`src/rtl/adc_sel_params.svh`:
```
`ifndef ADC_SEL_PARAMS_SVH
`define ADC_SEL_PARAMS_SVH

// ****************************************************************
// Register offsets and field positions.
// ****************************************************************
`define OFF_SEL_TEMP 8'h00
`define OFF_CTRL_A 8'h04
`define OFF_CTRL_B 8'h08
`define OFF_SEL_APPLIED 8'h0C
`define OFF_RESULT 8'h10
`define CA_EN 7
`define CA_START 6
`define CA_ATE 5
`define CA_DONE 4
`define CB_HSM 7
`define CB_SRC 0

// ****************************************************************
// Reset values, encodings and timing counts.
// ****************************************************************
`define SEL_RESET 8'h00
`define REF_EXT 2'h0
`define REF_SUPPLY 2'h1
`define REF_INT 2'h3
`define TEMP_CHANNEL 6'h3F
`define FULL_SCALE 10'h3FF
`define CONV_CYCLES 5'd13
`define FIRST_CYCLES 5'd25
`define RESP_OKAY 2'h0
`define RESP_SLVERR 2'h2

`endif

```
`src/rtl/adc_sel_pkg.sv`:
```
package adc_sel_pkg;

  typedef enum logic [1:0] {SEQ_IDLE, SEQ_ARMED, SEQ_CONV} seq_mode_t;

  typedef struct packed {
    seq_mode_t mode;
    logic [4:0] cnt;
    logic first;
    logic done;
  } seq_state_t;

  typedef struct packed {
    logic [6:0] cnt;
  } presc_state_t;

  typedef struct packed {
    logic [7:0] awaddr;
    logic aw_got;
    logic [7:0] wdata;
    logic wlane;
    logic w_got;
    logic bvalid;
    logic [1:0] bresp;
    logic rvalid;
    logic [15:0] rdata;
    logic [1:0] rresp;
    logic [7:0] sel_tmp;
    logic [7:0] sel_app;
    logic ts_en;
    logic en;
    logic ate;
    logic [2:0] ps;
    logic done_flag;
    logic hsm;
    logic src;
    logic [9:0] result;
    logic start_req;
    logic trig_s1;
    logic trig_s2;
    logic trig_s3;
  } regs_state_t;

endpackage

```
`src/rtl/conv_if.sv`:
```
`timescale 1ns/1ps

interface conv_if;
  logic en;
  logic [2:0] ps;
  logic presc_clr;
  logic tick;
  logic start_req;
  logic trig_req;
  logic freerun;
  logic lock;
  logic busy;
  logic done;

  modport ctl (
    output en, ps, start_req, trig_req, freerun,
    input tick, lock, busy, done
  );
  modport seq (
    input en, tick, start_req, trig_req, freerun,
    output lock, busy, done, presc_clr
  );
  modport presc (
    input en, ps, presc_clr,
    output tick
  );
endinterface

```
`src/rtl/presc_div.sv`:
```
`timescale 1ns/1ps
`include "adc_sel_params.svh"

module presc_div (
  conv_if.presc cv,
  input wire logic clk_sys,
  input wire logic nrst
);

  adc_sel_pkg::presc_state_t st_r;
  adc_sel_pkg::presc_state_t st_nxt;

  function automatic logic [6:0] div_mask(input logic [2:0] ps);
    logic [7:0] m;
    m = (8'h01 << ps) - 8'h01;
    div_mask = (ps == 3'h0) ? 7'h01 : m[6:0];
  endfunction

  // Converter clock enable; held cleared while the converter is off.
  assign cv.tick = cv.en && (st_r.cnt == div_mask(cv.ps));

  always_comb begin
    st_nxt = st_r;
    if (!cv.en || cv.presc_clr) begin
      st_nxt.cnt = 7'h00;
    end else if (cv.tick) begin
      st_nxt.cnt = 7'h00;
    end else begin
      st_nxt.cnt = st_r.cnt + 7'h01;
    end
  end

  always_ff @(posedge clk_sys or negedge nrst) begin
    if (!nrst) begin
      st_r <= '0;
    end else begin
      st_r <= st_nxt;
    end
  end

endmodule

```
`src/rtl/conv_seq.sv`:
```
`timescale 1ns/1ps
`include "adc_sel_params.svh"

module conv_seq (
  conv_if.seq cv,
  input wire logic clk_sys,
  input wire logic nrst
);

  adc_sel_pkg::seq_state_t st_r;
  adc_sel_pkg::seq_state_t st_nxt;
  logic [4:0] len;
  logic last;

  assign len = st_r.first ? `FIRST_CYCLES : `CONV_CYCLES;
  assign last = (st_r.mode == adc_sel_pkg::SEQ_CONV)
    && (st_r.cnt == len - 5'd1);
  assign cv.busy = (st_r.mode != adc_sel_pkg::SEQ_IDLE);
  assign cv.lock = cv.busy && !last;
  assign cv.done = st_r.done;

  always_comb begin
    st_nxt = st_r;
    st_nxt.done = 1'b0;
    cv.presc_clr = 1'b0;
    if (!cv.en) begin
      st_nxt.mode = adc_sel_pkg::SEQ_IDLE;
      st_nxt.cnt = 5'd0;
      st_nxt.first = 1'b1;
    end else begin
      unique case (st_r.mode)
        adc_sel_pkg::SEQ_IDLE: begin
          if (cv.trig_req) begin
            st_nxt.mode = adc_sel_pkg::SEQ_ARMED;
            cv.presc_clr = 1'b1;
          end else if (cv.start_req) begin
            st_nxt.mode = adc_sel_pkg::SEQ_ARMED;
          end
        end
        adc_sel_pkg::SEQ_ARMED: begin
          if (cv.tick) begin
            st_nxt.mode = adc_sel_pkg::SEQ_CONV;
            st_nxt.cnt = 5'd0;
          end
        end
        adc_sel_pkg::SEQ_CONV: begin
          if (cv.tick && last) begin
            st_nxt.done = 1'b1;
            st_nxt.first = 1'b0;
            st_nxt.cnt = 5'd0;
            if (cv.freerun) begin
              st_nxt.mode = adc_sel_pkg::SEQ_CONV;
            end else begin
              st_nxt.mode = adc_sel_pkg::SEQ_IDLE;
            end
          end else if (cv.tick) begin
            st_nxt.cnt = st_r.cnt + 5'd1;
          end
        end
        default: begin
          st_nxt.mode = adc_sel_pkg::SEQ_IDLE;
        end
      endcase
    end
  end

  always_ff @(posedge clk_sys or negedge nrst) begin
    if (!nrst) begin
      st_r <= '{mode: adc_sel_pkg::SEQ_IDLE, cnt: 5'd0,
                first: 1'b1, done: 1'b0};
    end else begin
      st_r <= st_nxt;
    end
  end
endmodule

```
`src/rtl/adc_sel_latch.sv`:
```
`timescale 1ns/1ps
`include "adc_sel_params.svh"

// How it works
// - Software selection held in free temporary register.
// - Applied selection follows temporary while idle.
// - Conversion start freezes the applied selection.
// - Lock reopens in final converter clock cycle.
// - Start on next converter tick; software waits.
// - Auto-trigger selection changes only in safe windows.
// - Free running: running conversion keeps old selection.
// - Reference field picks supply, internal or external.
// - Input above reference gives full scale code.
// - Sensor selected enables temperature sensor driver.
// - Start bit begins conversion, reads busy, self-clears.
// - Trigger edge clears prescaler and starts conversion.
// - Normal conversion lasts thirteen converter clocks.

module adc_sel_latch (
  input wire logic clk_sys,
  input wire logic nrst,
  input wire logic awvalid,
  output logic awready,
  input wire logic [7:0] awaddr,
  input wire logic [2:0] awprot,
  input wire logic wvalid,
  output logic wready,
  input wire logic [31:0] wdata,
  input wire logic [3:0] wstrb,
  output logic bvalid,
  input wire logic bready,
  output logic [1:0] bresp,
  input wire logic arvalid,
  output logic arready,
  input wire logic [7:0] araddr,
  input wire logic [2:0] arprot,
  output logic rvalid,
  input wire logic rready,
  output logic [31:0] rdata,
  output logic [1:0] rresp,
  input wire logic trig_in,
  input wire logic [9:0] sample_code,
  input wire logic above_ref,
  output logic [5:0] channel_select_field,
  output logic [1:0] reference_select_field,
  output logic ref_supply_en,
  output logic ref_internal_en,
  output logic temp_sensor_en,
  output logic conv_busy,
  output logic conv_done
);

  // ****************************************************************
  // State and submodules.
  // ****************************************************************
  adc_sel_pkg::regs_state_t st_r;
  adc_sel_pkg::regs_state_t st_nxt;
  logic trig_edge;

  conv_if cv ();

  presc_div u_presc (
    .cv(cv.presc),
    .clk_sys(clk_sys),
    .nrst(nrst)
  );

  conv_seq u_seq (
    .cv(cv.seq),
    .clk_sys(clk_sys),
    .nrst(nrst)
  );

  function automatic logic map_ok(input logic [7:0] a);
    map_ok = (a == `OFF_SEL_TEMP) || (a == `OFF_CTRL_A)
      || (a == `OFF_CTRL_B) || (a == `OFF_SEL_APPLIED)
      || (a == `OFF_RESULT);
  endfunction

  // ****************************************************************
  // Bus handshakes and block outputs.
  // ****************************************************************
  assign awready = !st_r.aw_got && !st_r.bvalid;
  assign wready = !st_r.w_got && !st_r.bvalid;
  assign arready = !st_r.rvalid;
  assign bvalid = st_r.bvalid;
  assign bresp = st_r.bresp;
  assign rvalid = st_r.rvalid;
  assign rdata = {16'h0000, st_r.rdata};
  assign rresp = st_r.rresp;

  assign channel_select_field = st_r.sel_app[5:0];
  assign reference_select_field = st_r.sel_app[7:6];
  assign ref_supply_en = (st_r.sel_app[7:6] == `REF_SUPPLY);
  assign ref_internal_en = (st_r.sel_app[7:6] == `REF_INT);
  assign temp_sensor_en = st_r.ts_en;
  assign conv_busy = cv.busy;
  assign conv_done = st_r.done_flag;

  assign trig_edge = st_r.trig_s2 && !st_r.trig_s3;

  assign cv.en = st_r.en;
  assign cv.ps = st_r.ps;
  assign cv.start_req = st_r.start_req;
  assign cv.freerun = st_r.ate && st_r.src;
  assign cv.trig_req = st_r.ate && st_r.en && !st_r.src
    && trig_edge && !cv.busy;

  // ****************************************************************
  // Next state.
  // ****************************************************************
  always_comb begin
    st_nxt = st_r;
    st_nxt.start_req = 1'b0;
    st_nxt.trig_s1 = trig_in;
    st_nxt.trig_s2 = st_r.trig_s1;
    st_nxt.trig_s3 = st_r.trig_s2;

    if (awvalid && awready) begin
      st_nxt.awaddr = awaddr;
      st_nxt.aw_got = 1'b1;
    end
    if (wvalid && wready) begin
      st_nxt.wdata = wdata[7:0];
      st_nxt.wlane = wstrb[0];
      st_nxt.w_got = 1'b1;
    end
    if (st_r.bvalid && bready) begin
      st_nxt.bvalid = 1'b0;
    end

    if (st_r.aw_got && st_r.w_got && !st_r.bvalid) begin
      st_nxt.aw_got = 1'b0;
      st_nxt.w_got = 1'b0;
      st_nxt.bvalid = 1'b1;
      st_nxt.bresp = map_ok(st_r.awaddr) ? `RESP_OKAY : `RESP_SLVERR;
      if (st_r.wlane) begin
        if (st_r.awaddr == `OFF_SEL_TEMP) begin
          st_nxt.sel_tmp = st_r.wdata;
        end
        if (st_r.awaddr == `OFF_CTRL_A) begin
          st_nxt.en = st_r.wdata[`CA_EN];
          st_nxt.ate = st_r.wdata[`CA_ATE];
          st_nxt.ps = st_r.wdata[2:0];
          if (st_r.wdata[`CA_START] && st_r.wdata[`CA_EN]
              && !cv.busy) begin
            st_nxt.start_req = 1'b1;
          end
          if (st_r.wdata[`CA_DONE]) begin
            st_nxt.done_flag = 1'b0;
          end
        end
        if (st_r.awaddr == `OFF_CTRL_B) begin
          st_nxt.hsm = st_r.wdata[`CB_HSM];
          st_nxt.src = st_r.wdata[`CB_SRC];
        end
      end
    end

    // A completion in the clearing cycle still sets the flag.
    if (cv.done) begin
      st_nxt.done_flag = 1'b1;
      if (above_ref) begin
        st_nxt.result = `FULL_SCALE;
      end else begin
        st_nxt.result = sample_code;
      end
    end

    if (!cv.lock) begin
      st_nxt.sel_app = st_r.sel_tmp;
    end
    st_nxt.ts_en = (st_nxt.sel_app[5:0] == `TEMP_CHANNEL);

    if (st_r.rvalid && rready) begin
      st_nxt.rvalid = 1'b0;
    end
    if (arvalid && arready) begin
      st_nxt.rvalid = 1'b1;
      st_nxt.rresp = map_ok(araddr) ? `RESP_OKAY : `RESP_SLVERR;
      unique case (araddr)
        `OFF_SEL_TEMP: begin
          st_nxt.rdata = {8'h00, st_r.sel_tmp};
        end
        `OFF_CTRL_A: begin
          st_nxt.rdata = {8'h00, st_r.en, cv.busy, st_r.ate,
                          st_r.done_flag, 1'b0, st_r.ps};
        end
        `OFF_CTRL_B: begin
          st_nxt.rdata = {8'h00, st_r.hsm, 6'h00, st_r.src};
        end
        `OFF_SEL_APPLIED: begin
          st_nxt.rdata = {6'h00, st_r.ts_en, cv.lock, st_r.sel_app};
        end
        `OFF_RESULT: begin
          st_nxt.rdata = {6'h00, st_r.result};
        end
        default: begin
          st_nxt.rdata = 16'h0000;
        end
      endcase
    end
  end

  // ****************************************************************
  // State register.
  // ****************************************************************
  always_ff @(posedge clk_sys or negedge nrst) begin
    if (!nrst) begin
      st_r <= '0;
      st_r.sel_tmp <= `SEL_RESET;
      st_r.sel_app <= `SEL_RESET;
    end else begin
      st_r <= st_nxt;
    end
  end
endmodule

```
`config.mk`:
```
export PLATFORM = sky130hd
export DESIGN_NAME = adc_sel_latch
export DESIGN_NICKNAME = d
export VERILOG_FILES = /design/src/rtl/adc_sel_pkg.sv /design/src/rtl/conv_if.sv /design/src/rtl/presc_div.sv /design/src/rtl/conv_seq.sv /design/src/rtl/adc_sel_latch.sv
export VERILOG_INCLUDE_DIRS = /design/src /design/src/rtl
export SDC_FILE = /design/constraint.sdc
export NUM_CORES = 1
export LEC_CHECK = 0
export BUFFER_PORTS_ARGS = -buffer_cell sky130_fd_sc_hd__buf_2
export CAP_MARGIN = 25
export CORE_ASPECT_RATIO = 0.75
export CORE_MARGIN = 5
export CORE_UTILIZATION = 33
export CTS_BUF_LIST = sky130_fd_sc_hd__clkbuf_8 sky130_fd_sc_hd__clkbuf_16
export CTS_CLUSTER_SIZE = 20
export DETAILED_ROUTE_END_ITERATION = 10
export PLACE_DENSITY = 0.57
export SLEW_MARGIN = 20
export SYNTH_ARGS = -nofsm -noshare
export SYNTH_HDL_FRONTEND = slang
export SYNTH_HIERARCHICAL = 1
export SYNTH_SLANG_ARGS = --single-unit
export TNS_END_PERCENT = 10
```
`constraint.sdc`:
```
create_clock -name clk_sys -period 2.32 [get_ports clk_sys]
set_input_delay 0.232 -clock clk_sys [delete_from_list [all_inputs] [get_ports clk_sys]]
set_output_delay 0.232 -clock clk_sys [all_outputs]
set_load 0.1 [all_outputs]
```
==> results of run 1 <==
## cell usage in the layout (no fill, tap or decap), types with 4 or more instances in the layout
| master | synthesis | layout |
|---|---|---|
| sky130_fd_sc_hd__xnor2_1 | 4 | 4 |
| sky130_fd_sc_hd__a21oi_1 | 19 | 19 |
| sky130_fd_sc_hd__mux2_4 | 8 | 8 |
| sky130_fd_sc_hd__o22ai_1 | 7 | 7 |
| sky130_fd_sc_hd__or3_1 | 4 | 4 |
| sky130_fd_sc_hd__dfrtp_1 | 87 | 83 |
| sky130_fd_sc_hd__buf_2 | 2 | 72 |
| sky130_fd_sc_hd__a31oi_1 | 5 | 5 |
| sky130_fd_sc_hd__a311oi_1 | 7 | 7 |
| sky130_fd_sc_hd__nor2_1 | 38 | 36 |
| sky130_fd_sc_hd__and2_1 | 5 | 5 |
| sky130_fd_sc_hd__nor2b_1 | 5 | 5 |
| sky130_fd_sc_hd__dfrtp_2 | 0 | 4 |
| sky130_fd_sc_hd__nand2b_1 | 5 | 5 |
| sky130_fd_sc_hd__conb_1 | 1 | 24 |
| sky130_fd_sc_hd__inv_1 | 10 | 10 |
| sky130_fd_sc_hd__nand3_1 | 11 | 11 |
| sky130_fd_sc_hd__buf_4 | 46 | 9 |
| sky130_fd_sc_hd__mux2i_1 | 15 | 15 |
| sky130_fd_sc_hd__nand2_1 | 15 | 15 |
| sky130_fd_sc_hd__xor2_1 | 4 | 4 |
| sky130_fd_sc_hd__mux2_2 | 32 | 32 |
| sky130_fd_sc_hd__nand4_1 | 4 | 4 |
| sky130_fd_sc_hd__nor3_1 | 5 | 5 |
| sky130_fd_sc_hd__clkbuf_16 | 0 | 9 |
| sky130_fd_sc_hd__a22o_1 | 6 | 6 |
| sky130_fd_sc_hd__o21ai_0 | 10 | 10 |
## routing by layer
metal | global-route usage, % | share of wire [%] | wire length (um) | up-vias
li1 | - | - | - | 1480
met1 | 17.7 | 51 | 4910 | 1484
met2 | 16.9 | 42 | 4100 | 83
met3 | 3.66 | 6.1 | 585 | 7
met4 | 2.61 | 0.66 | 64 | 0
met5 | 0 | 0 | 0 | -
## worst max-delay path, delay by kind of cell (launching register included)
family          cells  cell delay, ns
compound gates      2            0.26
flops               1            0.49
xor+xnor            1            0.18
simple gates        4            1.18
## state kept, by name (all words and copies together) (netlist names), 2 cells and up
signal / flops
u_seq/st_r: 8
u_presc/st_r: 7
cv.ps: 3
channel_select_field: 6
reference_select_field: 2
rdata: 10
st_r: 41
st_nxt: 2
## report_power, final
group | switching (mW) | total [mW] | leakage (nW) | internal, mW
Combinational | 1.02 | 1.45 | 1.12 | 0.430
Sequential | 0.261 | 2.06 | 1.10 | 1.80
Clock | 0.588 | 1.63 | 0.167 | 1.04
Total | 1.87 | 5.15 | 2.39 | 3.28
## through the flow
stage | hold WS [ns] | total power, mW
6_report | 0.0726 | 5.15
5_1_grt | 0.0826 | 5.39
4_1_cts | 0.0694 | 5.20
3_5_place_dp | 0.266 | 3.56
3_3_place_gp | 0.259 | 3.52
2_1_floorplan | -0.0636 | 3.33
## worst paths after layout
| path | endpoint | slack [ns] | depth (start not counted) |
|---|---|---|---|
| setup / recovery | u_seq/st_r[5] | 0.13 | 7 |
| hold / removal | rvalid | 0.07 | 2 |
| setup reg to reg | u_seq/st_r[5] | 0.13 | 7 |
| hold reg to reg | st_nxt[0] | 0.35 | 0 |
| max in group asynchronous | u_seq/st_r[1] | 1.27 | 3 |
| min in group asynchronous | rdata[4] | 0.43 | 2 |
## logic make-up after synthesis
| kind of cell | after synthesis | synth area share (%) |
|---|---|---|
| and+or+nand+nor | 114 | 13.3 |
| other | 1 | 0.0830 |
| muxes | 55 | 13.9 |
| buffers and inverters | 75 | 10.9 |
| adders and majority gates | 3 | 0.830 |
| DFF | 88 | 48.7 |
| xor gates and xnor gates | 9 | 1.91 |
| AOI/OAI and AO/OA | 67 | 10.3 |
## what timing repair did
action | 4_1_cts | 5_1_grt
endpoints found under the hold margin | 38 | 0
hold buffers | 2 | 0
resized for setup | 1 | 3
buffers inserted | 0 | 0
endpoints found under the setup margin | 1 | 4
## layout make-up
type	count	area, sq um
Clock buffer	9	225
Clock inverter	7	111
Tap cell	175	219
Timing Repair Buffer	84	468
Inverter	10	41.3
Multi-Input combinational cell	272	1940
Sequential cell	88	2210
Fill cell	1331	8360
==> results.tsv, run 1 <==
metric	value	unit
status	complete, no violations	
y dimension of the die	111	um
startpoint of the worst hold path	rready	
Root Buffer	sky130_fd_sc_hd__clkbuf_16	
wire length of the first global-routing pass	15700	um
fmax	456	MHz
number of vias per cell	4.73	
count of endpoints failing setup in the final report	0	
kind of capture point of the worst setup path	flop	
share of synthesized area occupied by flip-flops and latches	48.7	%
floorplan row count	37	
final routed wire length divided by cell count	15.0	um
DRC violation count after routing	0	
die area	16200	sq um
Ports	131	
Cell variety after synth	54	
detailed-placement wirelength estimate	7340	um
H-Tree Depth	3	
post-synthesis cell type with the largest combined area	sky130_fd_sc_hd__dfrtp_1	
insertion delay to the later sink of the worst-skew pair	0.33	ns
buffer levels on the longest clock path	2	
Non-Filler Cell Area, Final	5210	sq um
setup TNS	0	ns
combined area of all synthesized cells	4520	sq um
Max Cap Violations	0	
area grow syn2layout	15.2	%
slowest cell on the critical path	sky130_fd_sc_hd__dfrtp_2	
Mapped Avg Cell Area	11.0	sq um
proportion of register bits with asynchronous set or reset after synthesis	100	%
Horiz. Die Dim	145	um
unrepaired setup endpoints after global routing	false	
most repeated library cell on the critical path	sky130_fd_sc_hd__a21oi_2	
final core utilization	38.4	%
power density over cell area	988	nW/um^2
ranking of synthesized cells by area	sky130_fd_sc_hd__dfrtp_1, sky130_fd_sc_hd__mux2_2, sky130_fd_sc_hd__buf_4, sky130_fd_sc_hd__mux2i_1, sky130_fd_sc_hd__nor2_1	
critical setup path kind	reg2reg	
Num Clock Sinks	88	
RePlAce Congestion	0.781	
cts bufs inserted	9	
launch point of the critical path	cv.ps[2]	
final cell count without fillers	645	
antenna violations before repair	0	
overflow left after global routing	0	
Iteration-0 DRC Markers	166	
Leak	2.39	nW
skew final	0.00564	ns
clock slew seen by the registers of the worst setup and hold paths	0.06	ns
DP Area	4840	sq um
total instance count after detailed placement	627	
post-route antenna net violation count	0	
first-pass iteration count of the detailed router	4	
Post-synth EDFFs	0	
slew of the pin with the lowest slew margin	0.653	ns
core area	13600	sq um
vias in the first global route	2991	
total global-route track usage	11.8	%
Placement Setup Slack	0.0195	ns
number of buffer cells added on primary ports	73	
Critical Path Start Type	flop	
worst r2r src	cv.ps[2]	
setup slack of the critical path after layout	0.129	ns
number of nets at the end of the flow	545	
max incr delay on CP	0.49	ns
number of warnings printed during yosys synthesis	6	
largest net degree at the start of global routing	41	
period utilization	94.5	%
Via Count	3054	
antenna fix cells	0	
TritonCTS clock tree	built	
cells along the critical path	xnor2_1 > nand3_1 > nor3_4 > and3_1 > a21oi_2 > or3_1 > a21oi_2	
number of cells produced by synthesis	412	
count of state elements after synthesis	88	
area share of the largest cell type after synthesis	48.2	%
max-slew headroom at the worst pin	56.4	%
number of pins with negative max-slew slack in the final report	0	
worst endpoint required time	2.59	ns
Hold/Removal Path Class	in2reg	
maximum fanout along the worst path	10	
total routed wirelength	9660	um
fraction of final layout cells with drive strength greater than 1	34.3	%
post-route minimum period	2.19	ns
CP Data Arrival Time	2.46	ns
Initial Utilization	33.3	%
leading cell types by count after synthesis	sky130_fd_sc_hd__dfrtp_1, sky130_fd_sc_hd__buf_4, sky130_fd_sc_hd__nor2_1, sky130_fd_sc_hd__mux2_2, sky130_fd_sc_hd__a21oi_1	
most frequently used cell type in the post-synthesis netlist	sky130_fd_sc_hd__dfrtp_1	
final-report hold violation count	0	
main flop type after synthesis	sky130_fd_sc_hd__dfrtp_1	
maximum vdd ir drop	0.927	mV
Note: power is estimated with default switching activity, not from simulation.
==> run 2, diff against run 1 <==
==> constraint.sdc (replaced) <==
create_clock -name clk_sys -period 2.23 [get_ports clk_sys]
set_input_delay 0.223 -clock clk_sys [delete_from_list [all_inputs] [get_ports clk_sys]]
set_output_delay 0.223 -clock clk_sys [all_outputs]
set_load 0.1 [all_outputs]
==> run 2 against run 1 <==
Against the previous run:
- global-route usage increased by 0.46 points
- non-clock buffer count up 1
- core utilization decreased by 0.13 points
- cell area decreased by 0.34%
- routed wire length is 1.3% higher
- worst hold slack got worse by 0.019 ns
- clock skew increased by 0.0019 ns
- clock power shrank 4%
- critical path type unchanged
- sequential share of layout area is 0.14 points higher
- power grew 1.5%
- die area stayed put
- largest power group unchanged
==> results.tsv, run 2 (synthesis gave the netlist of run 1 again) <==
metric	value	unit
Initial Utilization	33.3	%
antenna fix cells	0	
unrepaired setup endpoints after global routing	false	
final-report hold violation count	0	
Root Buffer	sky130_fd_sc_hd__clkbuf_16	
antenna violations before repair	0	
status	complete, no violations	
max reg flops	41	
number of buffer and inverter instances along the worst setup path	0	
y dimension of the die	111	um
wire length of the first global-routing pass	16300	um
Hold/Removal Path Class	in2reg	
vias in the first global route	3134	
fraction of final layout cells with drive strength greater than 1	34.4	%
Critical Path Start Type	flop	
cts bufs inserted	9	
TritonCTS clock tree	built	
Leak	2.38	nW
insertion delay to the later sink of the worst-skew pair	0.34	ns
power density over cell area	1010	nW/um^2
number of nets at the end of the flow	546	
cells along the critical path	nor2_1 > a211oi_2 > o31ai_4 > and3_1 > a21oi_2 > or3_1 > a21oi_2	
Via Count	3114	
post-route antenna net violation count	0	
detailed-placement wirelength estimate	7370	um
Iteration-0 DRC Markers	173	
total global-route track usage	12.3	%
count of endpoints failing setup in the final report	0	
slowest cell on the critical path	sky130_fd_sc_hd__dfrtp_2	
most repeated library cell on the critical path	sky130_fd_sc_hd__a21oi_2	
post-route minimum period	2.03	ns
Reg with most FFs	st_r	
number of buffer cells added on primary ports	73	
CP Data Arrival Time	2.30	ns
skew final	0.00753	ns
RePlAce Congestion	0.805	
max incr delay on CP	0.49	ns
core area	13600	sq um
first-pass iteration count of the detailed router	4	
overflow left after global routing	0	
period utilization	91.0	%
die area	16200	sq um
critical setup path kind	reg2reg	
commonest non-fill, non-tap cell in the layout	sky130_fd_sc_hd__dfrtp_1	
Ports	131	
fmax	493	MHz
slew of the pin with the lowest slew margin	0.616	ns
kind of capture point of the worst setup path	flop	
DRC violation count after routing	0	
maximum fanout along the worst path	10	
Max Cap Violations	0	
crit-path leading delay family	simple AND/OR/NAND/NOR gates	
largest net degree at the start of global routing	42	
worst endpoint required time	2.50	ns
maximum vdd ir drop	1.06	mV
total routed wirelength	9790	um
Horiz. Die Dim	145	um
final routed wire length divided by cell count	15.2	um
clock slew seen by the registers of the worst setup and hold paths	0.07	ns
number of vias per cell	4.82	
number of pins with negative max-slew slack in the final report	0	
most used cells in the layout excluding fill and tap cells	sky130_fd_sc_hd__dfrtp_1, sky130_fd_sc_hd__buf_2, sky130_fd_sc_hd__nor2_1, sky130_fd_sc_hd__mux2_2, sky130_fd_sc_hd__conb_1	
Num Clock Sinks	88	
floorplan row count	37	
setup TNS	0	ns
area grow syn2layout	14.8	%
fill cell instance count of the final layout	1345	
buffer levels on the longest clock path	2	
max-slew headroom at the worst pin	58.9	%
final core utilization	38.3	%
H-Tree Depth	3	
[run 2: cell types whose count changed in the layout (fill, tap and decap cells not counted), sizes merged]
cell,delta
buf,+1
clkbuf,+2
bufinv,-2
[run 2: worst register-to-register path, stage by stage (launching register included)]
cell and delay, ns:
sky130_fd_sc_hd__dfrtp_2 0.49, sky130_fd_sc_hd__nor2_1 0.20, sky130_fd_sc_hd__a211oi_2 0.11, sky130_fd_sc_hd__o31ai_4 0.27, sky130_fd_sc_hd__and3_1 0.25, sky130_fd_sc_hd__a21oi_2 0.12, sky130_fd_sc_hd__or3_1 0.38, sky130_fd_sc_hd__a21oi_2 0.14
[run 2: cell type report]
type                    count  area (sq um)  area share (%)
flip-flops and latches     88          2210            42.5
multi-input cells         272          1930            37.2
inverters                  10          41.3           0.795
repair buffers             85           475            9.16
clock inverters             5          63.8            1.23
clock buffers              11           253            4.87
well taps                 175           219            4.22
[run 2: where the power goes]
part | switching (mW) | internal (mW) | total (mW)
registers | 0.274 | 1.87 | 2.15
logic | 1.06 | 0.443 | 1.51
clock network | 0.634 | 0.937 | 1.57
[run 2: routing by layer]
layer	global-route usage [%]	wire length, um	vias to the layer above
met2	17.3	4150	93
met3	4.31	668	12
met1	18.0	4840	1522
met4	3.42	129	0
li1	-	-	1487
met5	0	0	-
[run 2: final timing paths]
path                           start            end  slack (ns)  depth (start not counted)
max                         cv.ps[2]  u_seq/st_r[5]        0.20                          7
min                           rready         rvalid        0.05                          2
max reg2reg                 cv.ps[2]  u_seq/st_r[5]        0.20                          7
min reg2reg                st_nxt[1]      st_nxt[0]        0.36                          0
max in group asynchronous       nrst  u_seq/st_r[1]        1.24                          3
min in group asynchronous       nrst       rdata[3]        0.36                          2
[run 2: stage by stage]
step / cells / total power [mW] / worst slack [ns] / hold WS [ns] / area [sq um]
after floorplan: 435 / 3.46 / 0.00502 / -0.0726 / 4630
after global placement: 626 / 3.66 / 0.0526 / 0.178 / 4830
after detailed placement: 626 / 3.70 / -0.0412 / 0.186 / 4830
after CTS: 644 / 5.30 / 0.0339 / 0.0466 / 5170
after global routing: 646 / 5.50 / 0.0215 / 0.0622 / 5190
final: 646 / 5.23 / 0.200 / 0.0540 / 5190
[run 2: timing repair]
action / in CTS / in global routing
pin swaps: 0 / 1
hold buffers: 2 / 0
setup endpoints to repair: 4 / 4
gates resized for setup: 1 / 2
buffers inserted: 0 / 2
gates cloned: 0 / 0
endpoints found under the hold margin: 30 / 0
